===== src/uisfc_pkg.sv =====
/*
  Constants shared by the interrupt status and FIFO control block and its
  round-robin arbiter: register map, field positions, codes and levels.
  Assumes a single core_clk domain and a synchronous active-low reset.
*/
package uisfc_pkg;

  localparam int NPORT  = 8;
  localparam int PORT_W = 3;
  localparam int REG_W  = 3;
  localparam int ADDR_W = PORT_W + REG_W;
  localparam int NSRC   = 7;
  localparam int CNT_W  = 7;

  // Per-port register index, address = {port, index}
  localparam logic [REG_W-1:0] REG_IDENT  = 3'h0;
  localparam logic [REG_W-1:0] REG_FIFO   = 3'h1;
  localparam logic [REG_W-1:0] REG_IER    = 3'h2;
  localparam logic [REG_W-1:0] REG_EFR    = 3'h3;
  localparam logic [REG_W-1:0] REG_GATE   = 3'h4;
  localparam logic [REG_W-1:0] REG_FSTAT  = 3'h5;

  // FIFO control fields, then the unlock, gate and enable-lock bit positions
  localparam int FC_EN    = 0;
  localparam int FC_RXCLR = 1;
  localparam int FC_TXCLR = 2;
  localparam int FC_DMA   = 3;
  localparam int FC_TXT   = 4;
  localparam int FC_RXT   = 6;
  localparam int EFR_UNLK = 4;
  localparam int GATE_BIT = 3;
  localparam int IER_LOCK = 4;

  // Interrupt-enable bit positions; receive timeout shares IE_RXD, and IE_RTS or IE_CTS enables SRC_CTS
  localparam int IE_RXD  = 0;
  localparam int IE_THR  = 1;
  localparam int IE_LS   = 2;
  localparam int IE_MSR  = 3;
  localparam int IE_XOFF = 5;
  localparam int IE_RTS  = 6;
  localparam int IE_CTS  = 7;

  // Source index is priority order, lowest index wins
  localparam logic [2:0] SRC_LS   = 3'h0;
  localparam logic [2:0] SRC_RXD  = 3'h1;
  localparam logic [2:0] SRC_RXTO = 3'h2;
  localparam logic [2:0] SRC_THR  = 3'h3;
  localparam logic [2:0] SRC_MSR  = 3'h4;
  localparam logic [2:0] SRC_XOFF = 3'h5;
  localparam logic [2:0] SRC_CTS  = 3'h6;

  localparam logic [5:0] CODE_LS   = 6'h06;
  localparam logic [5:0] CODE_RXD  = 6'h04;
  localparam logic [5:0] CODE_RXTO = 6'h0C;
  localparam logic [5:0] CODE_THR  = 6'h02;
  localparam logic [5:0] CODE_MSR  = 6'h00;
  localparam logic [5:0] CODE_XOFF = 6'h10;
  localparam logic [5:0] CODE_CTS  = 6'h20;
  localparam logic [5:0] CODE_NONE = 6'h01;
  localparam int         ID_TO_BIT = 3;
  localparam logic [1:0] ID_FIFO   = 2'h3;
  localparam logic [7:0] ID_RESET  = 8'h01;

  // Transmit trigger levels; code 11 is unlisted and falls back to 8
  localparam logic [CNT_W-1:0] TXLVL_0 = 7'h08;
  localparam logic [CNT_W-1:0] TXLVL_1 = 7'h10;
  localparam logic [CNT_W-1:0] TXLVL_2 = 7'h20;

endpackage : uisfc_pkg


===== src/uart_int_status_fifo_ctrl.sv =====
/*
  Interrupt prioritisation, identification and FIFO control for eight
  serial ports sharing one interrupt request. Registers sit behind a plain
  strobe port with read data one cycle after the read strobe.
  Assumes event inputs are one-cycle pulses on core_clk from the port logic.
*/
`timescale 1ns/100ps
module uart_int_status_fifo_ctrl
(
  // Clock and reset
  input  wire logic                                  core_clk,
  input  wire logic                                  resetn,
  // Register port
  input  wire logic [uisfc_pkg::ADDR_W-1:0]          reg_addr,
  input  wire logic [7:0]                            reg_wdata,
  input  wire logic                                  reg_wr,
  input  wire logic                                  reg_rd,
  output logic      [7:0]                            reg_rdata,
  // Interrupt events from the ports
  input  wire logic [uisfc_pkg::NPORT-1:0]           evt_line_status,
  input  wire logic [uisfc_pkg::NPORT-1:0]           evt_rx_ready,
  input  wire logic [uisfc_pkg::NPORT-1:0]           evt_rx_timeout,
  input  wire logic [uisfc_pkg::NPORT-1:0]           evt_thr_empty,
  input  wire logic [uisfc_pkg::NPORT-1:0]           evt_modem_status,
  input  wire logic [uisfc_pkg::NPORT-1:0]           evt_xoff,
  input  wire logic [uisfc_pkg::NPORT-1:0]           evt_cts_rts,
  input  wire logic [uisfc_pkg::NPORT-1:0][6:0]      tx_fifo_count,
  // FIFO control to the ports
  output logic      [uisfc_pkg::NPORT-1:0]           fifo_enable,
  output logic      [uisfc_pkg::NPORT-1:0]           rx_flush,
  output logic      [uisfc_pkg::NPORT-1:0]           tx_flush,
  output logic      [uisfc_pkg::NPORT-1:0]           dma_mode,
  output logic      [uisfc_pkg::NPORT-1:0][1:0]      rx_trig_sel,
  // Shared interrupt
  output logic                                       shared_interrupt_request_n,
  output logic      [uisfc_pkg::PORT_W-1:0]          irq_port
);

  typedef struct packed {
    logic [uisfc_pkg::NPORT-1:0][uisfc_pkg::NSRC-1:0] pend;
    logic [uisfc_pkg::NPORT-1:0][2:0]                 cur_src;
    logic [uisfc_pkg::NPORT-1:0]                      cur_vld;
    logic [uisfc_pkg::NPORT-1:0][7:0]                 interrupt_enable;
    logic [uisfc_pkg::NPORT-1:0]                      unlock;
    logic [uisfc_pkg::NPORT-1:0]                      gate;
    logic [uisfc_pkg::NPORT-1:0]                      fen;
    logic [uisfc_pkg::NPORT-1:0]                      dma;
    logic [uisfc_pkg::NPORT-1:0][1:0]                 txtrig;
    logic [uisfc_pkg::NPORT-1:0][1:0]                 rxtrig;
    logic [uisfc_pkg::NPORT-1:0]                      tx_below;
    logic [uisfc_pkg::NPORT-1:0]                      rxfl;
    logic [uisfc_pkg::NPORT-1:0]                      txfl;
    logic [7:0]                                       rdata;
  } uisfc_state_s;

  uisfc_state_s s_r;
  uisfc_state_s s_nxt;

  logic [uisfc_pkg::PORT_W-1:0]    a_port;
  logic [uisfc_pkg::REG_W-1:0]     a_reg;
  logic [uisfc_pkg::NPORT-1:0]     port_req;
  logic [uisfc_pkg::NPORT-1:0]     eff_vld;
  logic [uisfc_pkg::NPORT-1:0][2:0] eff_src;

  assign a_port = reg_addr[uisfc_pkg::ADDR_W-1:uisfc_pkg::REG_W];
  assign a_reg  = reg_addr[uisfc_pkg::REG_W-1:0];

  // Enabled sources, in priority order
  function automatic logic [uisfc_pkg::NSRC-1:0] en_mask(logic [7:0] ie);
    logic [uisfc_pkg::NSRC-1:0] m;
    m = '0;
    m[uisfc_pkg::SRC_LS]   = ie[uisfc_pkg::IE_LS];
    m[uisfc_pkg::SRC_RXD]  = ie[uisfc_pkg::IE_RXD];
    m[uisfc_pkg::SRC_RXTO] = ie[uisfc_pkg::IE_RXD];
    m[uisfc_pkg::SRC_THR]  = ie[uisfc_pkg::IE_THR];
    m[uisfc_pkg::SRC_MSR]  = ie[uisfc_pkg::IE_MSR];
    m[uisfc_pkg::SRC_XOFF] = ie[uisfc_pkg::IE_XOFF];
    m[uisfc_pkg::SRC_CTS]  = ie[uisfc_pkg::IE_RTS] | ie[uisfc_pkg::IE_CTS];
    return m;
  endfunction : en_mask

  function automatic logic [2:0] first_set(logic [uisfc_pkg::NSRC-1:0] v);
    logic [2:0] r;
    r = '0;
    for (int i = uisfc_pkg::NSRC - 1; i >= 0; i--)
    begin
      if (v[i])
        r = i[2:0];
    end
    return r;
  endfunction : first_set

  function automatic logic [5:0] src_code(logic [2:0] src);
    logic [5:0] c;
    c = uisfc_pkg::CODE_MSR;
    unique case (src)
      uisfc_pkg::SRC_LS:   c = uisfc_pkg::CODE_LS;
      uisfc_pkg::SRC_RXD:  c = uisfc_pkg::CODE_RXD;
      uisfc_pkg::SRC_RXTO: c = uisfc_pkg::CODE_RXTO;
      uisfc_pkg::SRC_THR:  c = uisfc_pkg::CODE_THR;
      uisfc_pkg::SRC_MSR:  c = uisfc_pkg::CODE_MSR;
      uisfc_pkg::SRC_XOFF: c = uisfc_pkg::CODE_XOFF;
      uisfc_pkg::SRC_CTS:  c = uisfc_pkg::CODE_CTS;
      default:             c = uisfc_pkg::CODE_MSR;
    endcase
    return c;
  endfunction : src_code

  function automatic logic [7:0] ident_val
    (logic vld, logic [2:0] src, logic fen, logic unlk);
    logic [5:0] c;
    c = vld ? src_code(src) : uisfc_pkg::CODE_NONE;
    if (!unlk)
      c[5:4] = 2'h0;
    if (!fen)
      c[uisfc_pkg::ID_TO_BIT] = 1'b0;
    return {(fen ? uisfc_pkg::ID_FIFO : 2'h0), c};
  endfunction : ident_val

  function automatic logic [6:0] tx_level(logic [1:0] sel);
    logic [6:0] l;
    unique case (sel)
      2'h1:    l = uisfc_pkg::TXLVL_1;
      2'h2:    l = uisfc_pkg::TXLVL_2;
      default: l = uisfc_pkg::TXLVL_0;
    endcase
    return l;
  endfunction : tx_level

  // Reported source: the latched one, else the best pending right now
  always_comb
  begin
    for (int p = 0; p < uisfc_pkg::NPORT; p++)
    begin
      eff_vld[p] = s_r.cur_vld[p] | (|(s_r.pend[p] & en_mask(s_r.interrupt_enable[p])));
      eff_src[p] = s_r.cur_vld[p] ? s_r.cur_src[p]
                                  : first_set(s_r.pend[p] & en_mask(s_r.interrupt_enable[p]));
      port_req[p] = eff_vld[p] & s_r.gate[p];
    end
  end

  always_comb
  begin
    logic [uisfc_pkg::NSRC-1:0] set;
    logic [uisfc_pkg::NSRC-1:0] clr;
    logic                       below;
    logic                       fen_new;
    set     = '0;
    clr     = '0;
    below   = 1'b0;
    fen_new = 1'b0;
    s_nxt       = s_r;
    s_nxt.rxfl  = '0;
    s_nxt.txfl  = '0;
    s_nxt.rdata = '0;
    for (int p = 0; p < uisfc_pkg::NPORT; p++)
    begin
      below = tx_fifo_count[p] < tx_level(s_r.txtrig[p]);
      s_nxt.tx_below[p] = below;
      set = '0;
      clr = '0;
      set[uisfc_pkg::SRC_LS]   = evt_line_status[p];
      set[uisfc_pkg::SRC_RXD]  = evt_rx_ready[p];
      set[uisfc_pkg::SRC_RXTO] = evt_rx_timeout[p];
      set[uisfc_pkg::SRC_THR]  = s_r.fen[p] ? (below & ~s_r.tx_below[p])
                                            : evt_thr_empty[p];
      set[uisfc_pkg::SRC_MSR]  = evt_modem_status[p];
      set[uisfc_pkg::SRC_XOFF] = evt_xoff[p];
      set[uisfc_pkg::SRC_CTS]  = evt_cts_rts[p];
      if (reg_rd && a_port == p[uisfc_pkg::PORT_W-1:0] &&
          a_reg == uisfc_pkg::REG_IDENT)
      begin
        s_nxt.rdata = ident_val(eff_vld[p], eff_src[p], s_r.fen[p],
                                s_r.unlock[p]);
        if (eff_vld[p])
          clr[eff_src[p]] = 1'b1;
        s_nxt.cur_vld[p] = 1'b0;
      end
      else if (!s_r.cur_vld[p] && eff_vld[p])
      begin
        // Freeze the reported source until it is read
        s_nxt.cur_vld[p] = 1'b1;
        s_nxt.cur_src[p] = eff_src[p];
      end
      // A new event wins over a read clear of the same source
      s_nxt.pend[p] = (s_r.pend[p] & ~clr) | set;
    end

    if (reg_wr)
    begin
      unique case (a_reg)
        uisfc_pkg::REG_IER:
        begin
          s_nxt.interrupt_enable[a_port][uisfc_pkg::IER_LOCK-1:0] =
            reg_wdata[uisfc_pkg::IER_LOCK-1:0];
          if (s_r.unlock[a_port])
            s_nxt.interrupt_enable[a_port][7:uisfc_pkg::IER_LOCK] =
              reg_wdata[7:uisfc_pkg::IER_LOCK];
        end
        uisfc_pkg::REG_EFR:
          s_nxt.unlock[a_port] = reg_wdata[uisfc_pkg::EFR_UNLK];
        uisfc_pkg::REG_GATE:
          s_nxt.gate[a_port] = reg_wdata[uisfc_pkg::GATE_BIT];
        uisfc_pkg::REG_FIFO:
        begin
          fen_new = reg_wdata[uisfc_pkg::FC_EN];
          s_nxt.fen[a_port] = fen_new;
          if (!fen_new || fen_new != s_r.fen[a_port])
          begin
            s_nxt.rxfl[a_port] = 1'b1;
            s_nxt.txfl[a_port] = 1'b1;
          end
          if (fen_new)
          begin
            if (reg_wdata[uisfc_pkg::FC_RXCLR])
              s_nxt.rxfl[a_port] = 1'b1;
            if (reg_wdata[uisfc_pkg::FC_TXCLR])
              s_nxt.txfl[a_port] = 1'b1;
            // Mode only; no DMA pins exist on this block
            s_nxt.dma[a_port] = reg_wdata[uisfc_pkg::FC_DMA];
            s_nxt.rxtrig[a_port] = reg_wdata[uisfc_pkg::FC_RXT +: 2];
            if (s_r.unlock[a_port])
              s_nxt.txtrig[a_port] = reg_wdata[uisfc_pkg::FC_TXT +: 2];
          end
        end
        default:
        begin
        end
      endcase
    end

    if (reg_rd)
    begin
      unique case (a_reg)
        uisfc_pkg::REG_IER:
          s_nxt.rdata = s_r.interrupt_enable[a_port];
        uisfc_pkg::REG_EFR:
          s_nxt.rdata = {3'h0, s_r.unlock[a_port], 4'h0};
        uisfc_pkg::REG_GATE:
          s_nxt.rdata = {4'h0, s_r.gate[a_port], 3'h0};
        uisfc_pkg::REG_FSTAT:
          s_nxt.rdata = {s_r.rxtrig[a_port], s_r.txtrig[a_port],
                         s_r.dma[a_port], 2'h0, s_r.fen[a_port]};
        default:
        begin
        end
      endcase
    end
  end

  always_ff @(posedge core_clk)
  begin
    if (!resetn)
      s_r <= '0;
    else
      s_r <= s_nxt;
  end

  uisfc_rr_arb u_arb
  (
    .core_clk                   (core_clk),
    .resetn                     (resetn),
    .req                        (port_req),
    .shared_interrupt_request_n (shared_interrupt_request_n),
    .irq_port                   (irq_port)
  );

  assign reg_rdata   = s_r.rdata;
  assign fifo_enable = s_r.fen;
  assign rx_flush    = s_r.rxfl;
  assign tx_flush    = s_r.txfl;
  assign dma_mode    = s_r.dma;
  assign rx_trig_sel = s_r.rxtrig;
endmodule : uart_int_status_fifo_ctrl


===== src/uisfc_rr_arb.sv =====
/*
  Round-robin arbiter for the shared interrupt request line.
  Assumes requests are levels on core_clk that drop once a port is serviced.
*/
`timescale 1ns/100ps
module uisfc_rr_arb
(
  // Clock and reset
  input  wire logic                          core_clk,
  input  wire logic                          resetn,
  // Port requests
  input  wire logic [uisfc_pkg::NPORT-1:0]   req,
  // Shared request and served port
  output logic                               shared_interrupt_request_n,
  output logic [uisfc_pkg::PORT_W-1:0]       irq_port
);

  typedef struct packed {
    logic [uisfc_pkg::PORT_W-1:0] grant;
    logic                         vld;
  } uisfc_arb_s;

  uisfc_arb_s s_r;
  uisfc_arb_s s_nxt;
  logic [uisfc_pkg::PORT_W:0] cand;

  // Search starts just after the last served port
  function automatic logic [uisfc_pkg::PORT_W:0] next_grant
    (logic [uisfc_pkg::NPORT-1:0] r, logic [uisfc_pkg::PORT_W-1:0] last);
    logic [uisfc_pkg::PORT_W:0]   res;
    logic [uisfc_pkg::PORT_W-1:0] idx;
    res = '0;
    for (int i = uisfc_pkg::NPORT; i >= 1; i--)
    begin
      idx = last + i[uisfc_pkg::PORT_W-1:0];
      if (r[idx])
        res = {1'b1, idx};
    end
    return res;
  endfunction : next_grant

  always_comb
  begin
    s_nxt = s_r;
    cand  = next_grant(req, s_r.grant);
    // Hold the grant until the port has been serviced
    if (!(s_r.vld && req[s_r.grant]))
    begin
      s_nxt.vld = cand[uisfc_pkg::PORT_W];
      // Last served port survives idle gaps so rotation continues
      if (cand[uisfc_pkg::PORT_W])
        s_nxt.grant = cand[uisfc_pkg::PORT_W-1:0];
    end
  end

  always_ff @(posedge core_clk)
  begin
    if (!resetn)
      s_r <= '0;
    else
      s_r <= s_nxt;
  end

  assign shared_interrupt_request_n = ~s_r.vld;
  assign irq_port                   = s_r.grant;

endmodule : uisfc_rr_arb

===== config.mk =====
export PLATFORM = sky130hd
export DESIGN_NAME = uart_int_status_fifo_ctrl
export DESIGN_NICKNAME = d
export VERILOG_FILES = /design/src/uisfc_pkg.sv /design/src/uart_int_status_fifo_ctrl.sv /design/src/uisfc_rr_arb.sv
export SDC_FILE = /design/constraint.sdc
export NUM_CORES = 1
export LEC_CHECK = 0
export BUFFER_PORTS_ARGS = -buffer_cell sky130_fd_sc_hd__buf_4
export CAP_MARGIN = 10
export CORE_AREA = 2 2 169 171
export CTS_CLUSTER_DIAMETER = 50
export CTS_CLUSTER_SIZE = 40
export DETAILED_ROUTE_END_ITERATION = 16
export DIE_AREA = 0 0 171 173
export GPL_ROUTABILITY_DRIVEN = 0
export HOLD_SLACK_MARGIN = 0.05
export PLACE_DENSITY = 0.8
export SYNTH_ARGS = -nofsm -noshare
export SYNTH_HDL_FRONTEND = slang
export SYNTH_SLANG_ARGS = --single-unit

===== constraint.sdc =====
create_clock -name core_clk -period 8.4 [get_ports core_clk]
set_input_delay 1.26 -clock core_clk [delete_from_list [all_inputs] [get_ports core_clk]]
set_output_delay 1.26 -clock core_clk [all_outputs]
set_load 0.01 [all_outputs]

==> run summary, run 1 <==
outcome: completed
largest net degree at the start of global routing: 86
highest cell delay on the worst timing path: 1.03 ns
utilization after layout: 56.8%
share of cells above drive strength 1: 15.7%
# setup viols final: 0
Initial DRC Count: 1761
Seq cells post-synth: 252
sequential share of power: 44.3%
worst vdd ir: 0.153 mV
Clock transition at path regs: 0.07 ns
Synth area leader: dfxtp_1
Synth Flop Type: dfxtp_1
Yosys cell types: 72
WL final: 44.4 mm
clock sinks: 252
Port-buffer cells: 165
core area: 27600 um^2
Net Sw Frac: 27.7%
CTS max path bufs: 3
grt total ovfl: 0
cell chain of the critical path: clkinv_1 -> ha_1 -> o211ai_1 -> o21a_1 -> o2111a_1 -> o21ai_0 -> o21a_1 -> nor3b_1 -> mux2i_1
Finished Cell Area: 15700 um^2
worst endpoint required time: 8.86 ns
ANT cells: 0
drt wl/cell: 20.8 um
fmax: 226 MHz
via count: 13373
DR pass1 iterations: 6
r2r startpoint: u_arb.irq_port[1]
PD cells: 181 nW/um^2
Int Pwr: 2.05 mW
Arr. time, crit path: 4.88 ns
highest fanout seen on the critical path: 33
clock power share: 44.3%
slowest CP cell: ha_1
placed insts: 2086
Worst-Skew Late Latency: 0.56 ns
family with the most delay on the worst path: compound AO/OA/AOI/OAI gates
# rows: 61
endpoints failing hold: 0
CTS hold repair buffers: 0
Yosys top cell area share: 36.7%
Mapped Nets: 1844
leakage: 6.31 nW
most common cell after layout, fill and taps aside: dfxtp_1
warning count from the yosys run: 0
WP buf/inv: 1
Tot Pwr: 2.84 mW
Slew @ Worst Pin: 1.16 ns
Die ar.: 29600 um^2
top cells by area, synth: dfxtp_1 (37%), mux2i_1 (6.3%), nor2_1 (6.1%)
RSZ-0062 raised after global routing: false
relative slew slack: 20.6%
Slew Limit Fails: 0
hold crit path type: reg2reg
Initial Util: 49.7%
Crit path top cell by count: o21a_1
most frequent cells in the layout: dfxtp_1 (252), nor2_1 (222), nand2_1 (217)
TritonCTS clock tree: built
CTS-repair resized insts: 0
H-tree depth: 1
startpoint types: flip-flop
DR vias/cell: 6.27
area grow syn2layout: 14.3%
io pins: 190
Logic pwr share: 11.4%
Mapped Cells: 1680
post-route ant nets: 0
HP Start: s_r[247]
skew final: 0.0274 ns
vias in the first global route: 12550
Avg Cell Area, Syn: 8.18 um^2
Fin Setup TNS: 0 ns
fillers: 2504
detailed-placement wirelength estimate: 32.4 mm
Die H: 173 um
final worst-path cycle share: 52.6%
CTS buffer count: 26
first-pass GRT wire length: 68.5 mm
area of the mapped netlist: 13700 um^2
postcts setup bufs: 0
Post-synth EDFFs: 0
fin cells: 2134
Setup CP Type: reg2reg
Placed Area: 14800 um^2
CP startpoint: u_arb.irq_port[1]
sequential share of the synthesized area: 36.7%
Period minus WS final: 4.42 ns
Total Nets Final: 1900
DRC viols: 0
Setup crit end kind: flip-flop
antenna violations before repair: 0
switching power: 0.785 mW
maxcap violations: 0
Post-synth ARST share: 0%
Root Driver: clkbuf_16
gr usage total: 29.2%
die width: 171 um
==> synthesized netlist by cell type (4+ instances only) <==
cell,n
a21o_1,9
nand3_1,83
o211ai_1,26
a2111oi_0,8
nor3_1,18
nand3b_1,7
and2_1,4
or2_2,5
buf_4,59
a32o_1,14
o21ai_0,85
ha_1,34
o221ai_1,7
a211oi_1,4
o21a_1,6
a21oi_1,157
nor3b_1,4
o2111ai_1,8
inv_1,47
nor2_1,222
a22o_1,21
mux4_2,33
a31oi_1,5
nor2b_1,28
a21boi_0,4
buf_1,7
o22ai_1,7
a221oi_1,5
and3_1,14
nand2b_1,21
mux2i_1,87
dfxtp_1,252
nand2_1,217
o21ai_1,13
mux4_1,4
nand4_1,14
xor2_1,5
clkbuf_1,77
a22oi_1,8
==> worst paths after layout <==
kind              slack (ns)           endpoint  cells after the start
setup / recovery        3.98  u_arb.irq_port[0]                      9
hold reg to reg         0.49           s_r[247]                      2
setup reg to reg        3.98  u_arb.irq_port[0]                      9
hold / removal          0.49           s_r[247]                      2
==> logic make-up (layout without fill, tap and decap cells) <==
group / count (synthesis) / in the layout / share of synthesized area, %
buffers and inverters: 196 / 272 / 7.00
xor gates and xnor gates: 8 / 8 / 0.510
AOI/OAI and AO/OA: 414 / 414 / 19.0
and+or+nand+nor: 650 / 650 / 21.0
DFF: 252 / 252 / 36.7
adders and majority gates: 34 / 34 / 3.10
muxes: 126 / 126 / 12.7
==> metrics by stage <==
stage	hold slack (ns)	worst slack, ns
after CTS	0.492	4.02
after floorplan	0.445	4.77
after detailed placement	0.471	4.02
after global placement	0.463	4.14
after global routing	0.516	3.63
final	0.489	3.98
==> area by class of cell <==
| type | count | area, um^2 | area share (%) |
|---|---|---|---|
| sequential | 252 | 5040 | 32.1 |
| clock inverter | 19 | 240 | 1.53 |
| timing repair buffer | 174 | 1310 | 8.32 |
| inverter | 50 | 193 | 1.23 |
| clock buffer | 29 | 703 | 4.48 |
| tap | 378 | 473 | 3.01 |
| multi-input combinational | 1232 | 7740 | 49.3 |
==> registers in the layout (all words and copies together) (netlist names) <==
register        count
dma_mode            8
reg_rdata           8
rx_flush            8
rx_trig_sel        16
s_r               192
fifo_enable         8
u_arb.s_r           1
u_arb.irq_port      3
tx_flush            8
==> worst min-delay path, delay by kind of cell, from the launching register on <==
family	cells	cell delay [ns]
compound gates	1	0.06
simple gates	1	0.07
flops	1	0.33
==> layer usage <==
layer / track usage, % / part of all wire, %
met5: 0 / 0
met2: 45.3 / 45
met4: 17.3 / 6.9
met1: 37.2 / 38
met3: 6.39 / 10
==> power by group through the flow <==
stage | sequential, mW | clock (mW) | combinational [mW]
after CTS | 1.25 | 1.26 | 0.318
after floorplan | 1.27 | 0 | 0.226
after global placement | 1.28 | 0 | 0.306
after detailed placement | 1.28 | 0 | 0.316
after global routing | 1.26 | 1.31 | 0.353
final | 1.26 | 1.26 | 0.324
No activity file was read; power rests on OpenSTA's default activity.
==> run 2, diff against run 1 <==
--- a/config.mk
+++ b/config.mk
@@ -5,13 +5,14 @@
 export SDC_FILE = /design/constraint.sdc
 export NUM_CORES = 1
 export LEC_CHECK = 0
+export ABC_AREA = 1
 export BUFFER_PORTS_ARGS = -buffer_cell sky130_fd_sc_hd__buf_4
 export CAP_MARGIN = 10
-export CORE_AREA = 2 2 169 171
+export CORE_AREA = 2 2 167 169
 export CTS_CLUSTER_DIAMETER = 50
 export CTS_CLUSTER_SIZE = 40
 export DETAILED_ROUTE_END_ITERATION = 16
-export DIE_AREA = 0 0 171 173
+export DIE_AREA = 0 0 169 171
 export GPL_ROUTABILITY_DRIVEN = 0
 export HOLD_SLACK_MARGIN = 0.05
 export PLACE_DENSITY = 0.8
==> constraint.sdc (replaced) <==
create_clock -name core_clk -period 4.38 [get_ports core_clk]
set_input_delay 0.657 -clock core_clk [delete_from_list [all_inputs] [get_ports core_clk]]
set_output_delay 0.657 -clock core_clk [all_outputs]
set_load 0.01 [all_outputs]
==> run 2 against run 1 <==
Via count is 6.7% higher. Die area is 2.3% lower. Global-route usage is 0.10 points lower. Cell area is 2.1% lower. Largest power group unchanged.
==> run summary, run 2 <==
Die ar.: 28900 um^2
Slew Limit Fails: 0
detailed-placement wirelength estimate: 32.0 mm
synth cell count leaders: nand2_1 (382), nor2_1 (280), dfxtp_1 (252), inv_1 (239), a21oi_1 (188)
area of the mapped netlist: 13400 um^2
TritonCTS clock tree: built
# rows: 61
share of cells above drive strength 1: 12.5%
largest net degree at the start of global routing: 121
clock sinks: 252
vias in the first global route: 13059
Setup CP Type: reg2reg
sequential share of power: 41.2%
Mapped Nets: 2159
Synth Flop Type: dfxtp_1
Int Pwr: 3.96 mW
Seq cells post-synth: 252
Avg Cell Area, Syn: 6.70 um^2
highest fanout seen on the critical path: 11
Fin Setup TNS: 0 ns
relative slew slack: 23.5%
sequential share of the synthesized area: 37.8%
Synth area leader: dfxtp_1
Initial DRC Count: 1420
area grow syn2layout: 15.0%
outcome: completed
worst endpoint required time: 4.82 ns
antenna violations before repair: 1
DR vias/cell: 5.82
maxcap violations: 0
most frequent cells in the layout: nand2_1 (382), nor2_1 (279), dfxtp_1 (252)
postcts setup bufs: 0
RSZ-0062 raised after global routing: false
gr usage total: 29.1%
Post-synth EDFFs: 0
switching power: 1.93 mW
Worst-Skew Late Latency: 0.56 ns
Initial Util: 48.9%
# setup viols final: 0
Arr. time, crit path: 3.24 ns
utilization after layout: 56.3%
Setup crit end kind: flip-flop
Most flops, register: s_r
Period minus WS final: 2.80 ns
Yosys cell types: 41
top cells by area, synth: dfxtp_1 (38%), nand2_1 (11%), nor2_1 (7.9%)
warning count from the yosys run: 0
R2R Setup Slk: 1.58 ns
first-pass GRT wire length: 67.2 mm
H-tree depth: 1
Post-synth ARST share: 0%
grt total ovfl: 0
DRC viols: 0
Mapped Cells: 1995
fmax: 357 MHz
PD cells: 383 nW/um^2
DR pass1 iterations: 7
startpoint types: flip-flop
core area: 27300 um^2
area of the multi-input gates: 6720 um^2
skew final: 0.0203 ns
worst vdd ir: 0.391 mV
hold crit path type: in2reg
Root Driver: clkbuf_16
die width: 169 um
endpoints failing hold: 0
most common cell in the synthesized netlist: nand2_1
final worst-path cycle share: 63.9%
post-route ant nets: 0
Yosys top cell area share: 37.8%
Largest register FFs: 192
most common cell after layout, fill and taps aside: nand2_1
fillers: 2579
CTS buffer count: 27
CTS hold repair buffers: 0
Port-buffer cells: 165
leakage: 6.63 nW
drt wl/cell: 17.6 um
Total Nets Final: 2248
Clock transition at path regs: 0.07 ns
register area: 5040 um^2
Slew @ Worst Pin: 1.15 ns
Die H: 171 um
CTS max path bufs: 3
clock power share: 40.3%
Net Sw Frac: 32.7%
CTS-repair resized insts: 0
WL final: 43.2 mm
via count: 14272
io pins: 190
Logic pwr share: 18.5%
## run 2: cell count changes in the layout (fill, tap and decap cells not counted), moves of 17 or more
cell	change
nor2b_1	-28
nand2b_1	-21
a21oi_1	+31
mux4_2	-33
mux2i_1	-86
nand3_1	+38
nor2_2	+17
nand2_1	+165
o21ai_0	+96
o211ai_1	-20
a22o_1	-20
inv_1	+193
nor2_1	+57
## run 2: cell type report
class                      instances  share of cell area [%]
clock inverter                    22                    1.62
multi-input combinational       1380                    43.7
clock buffer                      27                    4.40
tap                              346                    2.82
inverter                         251                    6.14
timing repair buffer             172                    8.48
sequential                       252                    32.8
antenna                            1                  0.0163
## run 2: power by group through the flow
| stage | Sequential, mW | Combinational [mW] | Clock, mW |
|---|---|---|---|
| after global placement | 2.48 | 1.02 | 0 |
| final | 2.43 | 1.09 | 2.37 |
| after detailed placement | 2.48 | 1.05 | 0 |
| after global routing | 2.43 | 1.22 | 2.49 |
| after floorplan | 2.44 | 0.793 | 0 |
| after CTS | 2.42 | 1.06 | 2.38 |
## run 2: critical path, cell delays in order, from the launching register on
cell      delay (ns)
dfxtp_1         0.59
inv_1           0.31
ha_1            0.47
inv_1           0.22
nand3_1         0.16
nand3_1         0.15
o21ai_2         0.10
nor2_2          0.19
nand3_1         0.17
nand3b_1        0.14
nand2_1         0.06
nand2_1         0.07
nor2_1          0.05
## run 2: per-layer routing
metal	vias to the layer above	track usage (%)	wire length [um]	share of wire, %
met2	879	48.0	19700	46
met3	162	4.97	4660	11
met4	0	15.9	2580	6.0
met1	6520	36.4	16300	38
li1	6711	-	-	-
met5	-	0	0	0
## run 2: path summary, 6_finish.rpt
check	startpoint	endpoint	depth (start not counted)
max	u_arb.irq_port[0]	u_arb.irq_port[0]	12
min	tx_fifo_count[27]	s_r[27]	2
max reg2reg	u_arb.irq_port[0]	u_arb.irq_port[0]	12
min reg2reg	s_r[140]	s_r[140]	2
## run 2: cells by family (layout without fill, tap and decap cells)
family	Yosys count	in the layout	synth area share [%]
compound gates	470	470	19.5
xor+xnor	3	3	0.197
other cells	0	1	0
simple gates	873	873	27.4
fa+ha+maj	34	34	3.18
buf+inv	363	472	12.0
flops	252	252	37.8
## run 2: metrics by stage
| stage | power, mW | worst slack, ns | hold slack [ns] | instance area [um^2] | cells |
|---|---|---|---|---|---|
| 6_report | 5.89 | 1.58 | 0.266 | 15400 | 2451 |
| 5_1_grt | 6.14 | 1.35 | 0.267 | 15400 | 2451 |
| 4_1_cts | 5.87 | 1.64 | 0.259 | 15400 | 2450 |
| 3_5_place_dp | 3.53 | 1.41 | 0.455 | 14400 | 2401 |
| 3_3_place_gp | 3.49 | 1.46 | 0.450 | 14400 | 2401 |
| 2_1_floorplan | 3.23 | 2.24 | 0.440 | 13400 | 1995 |
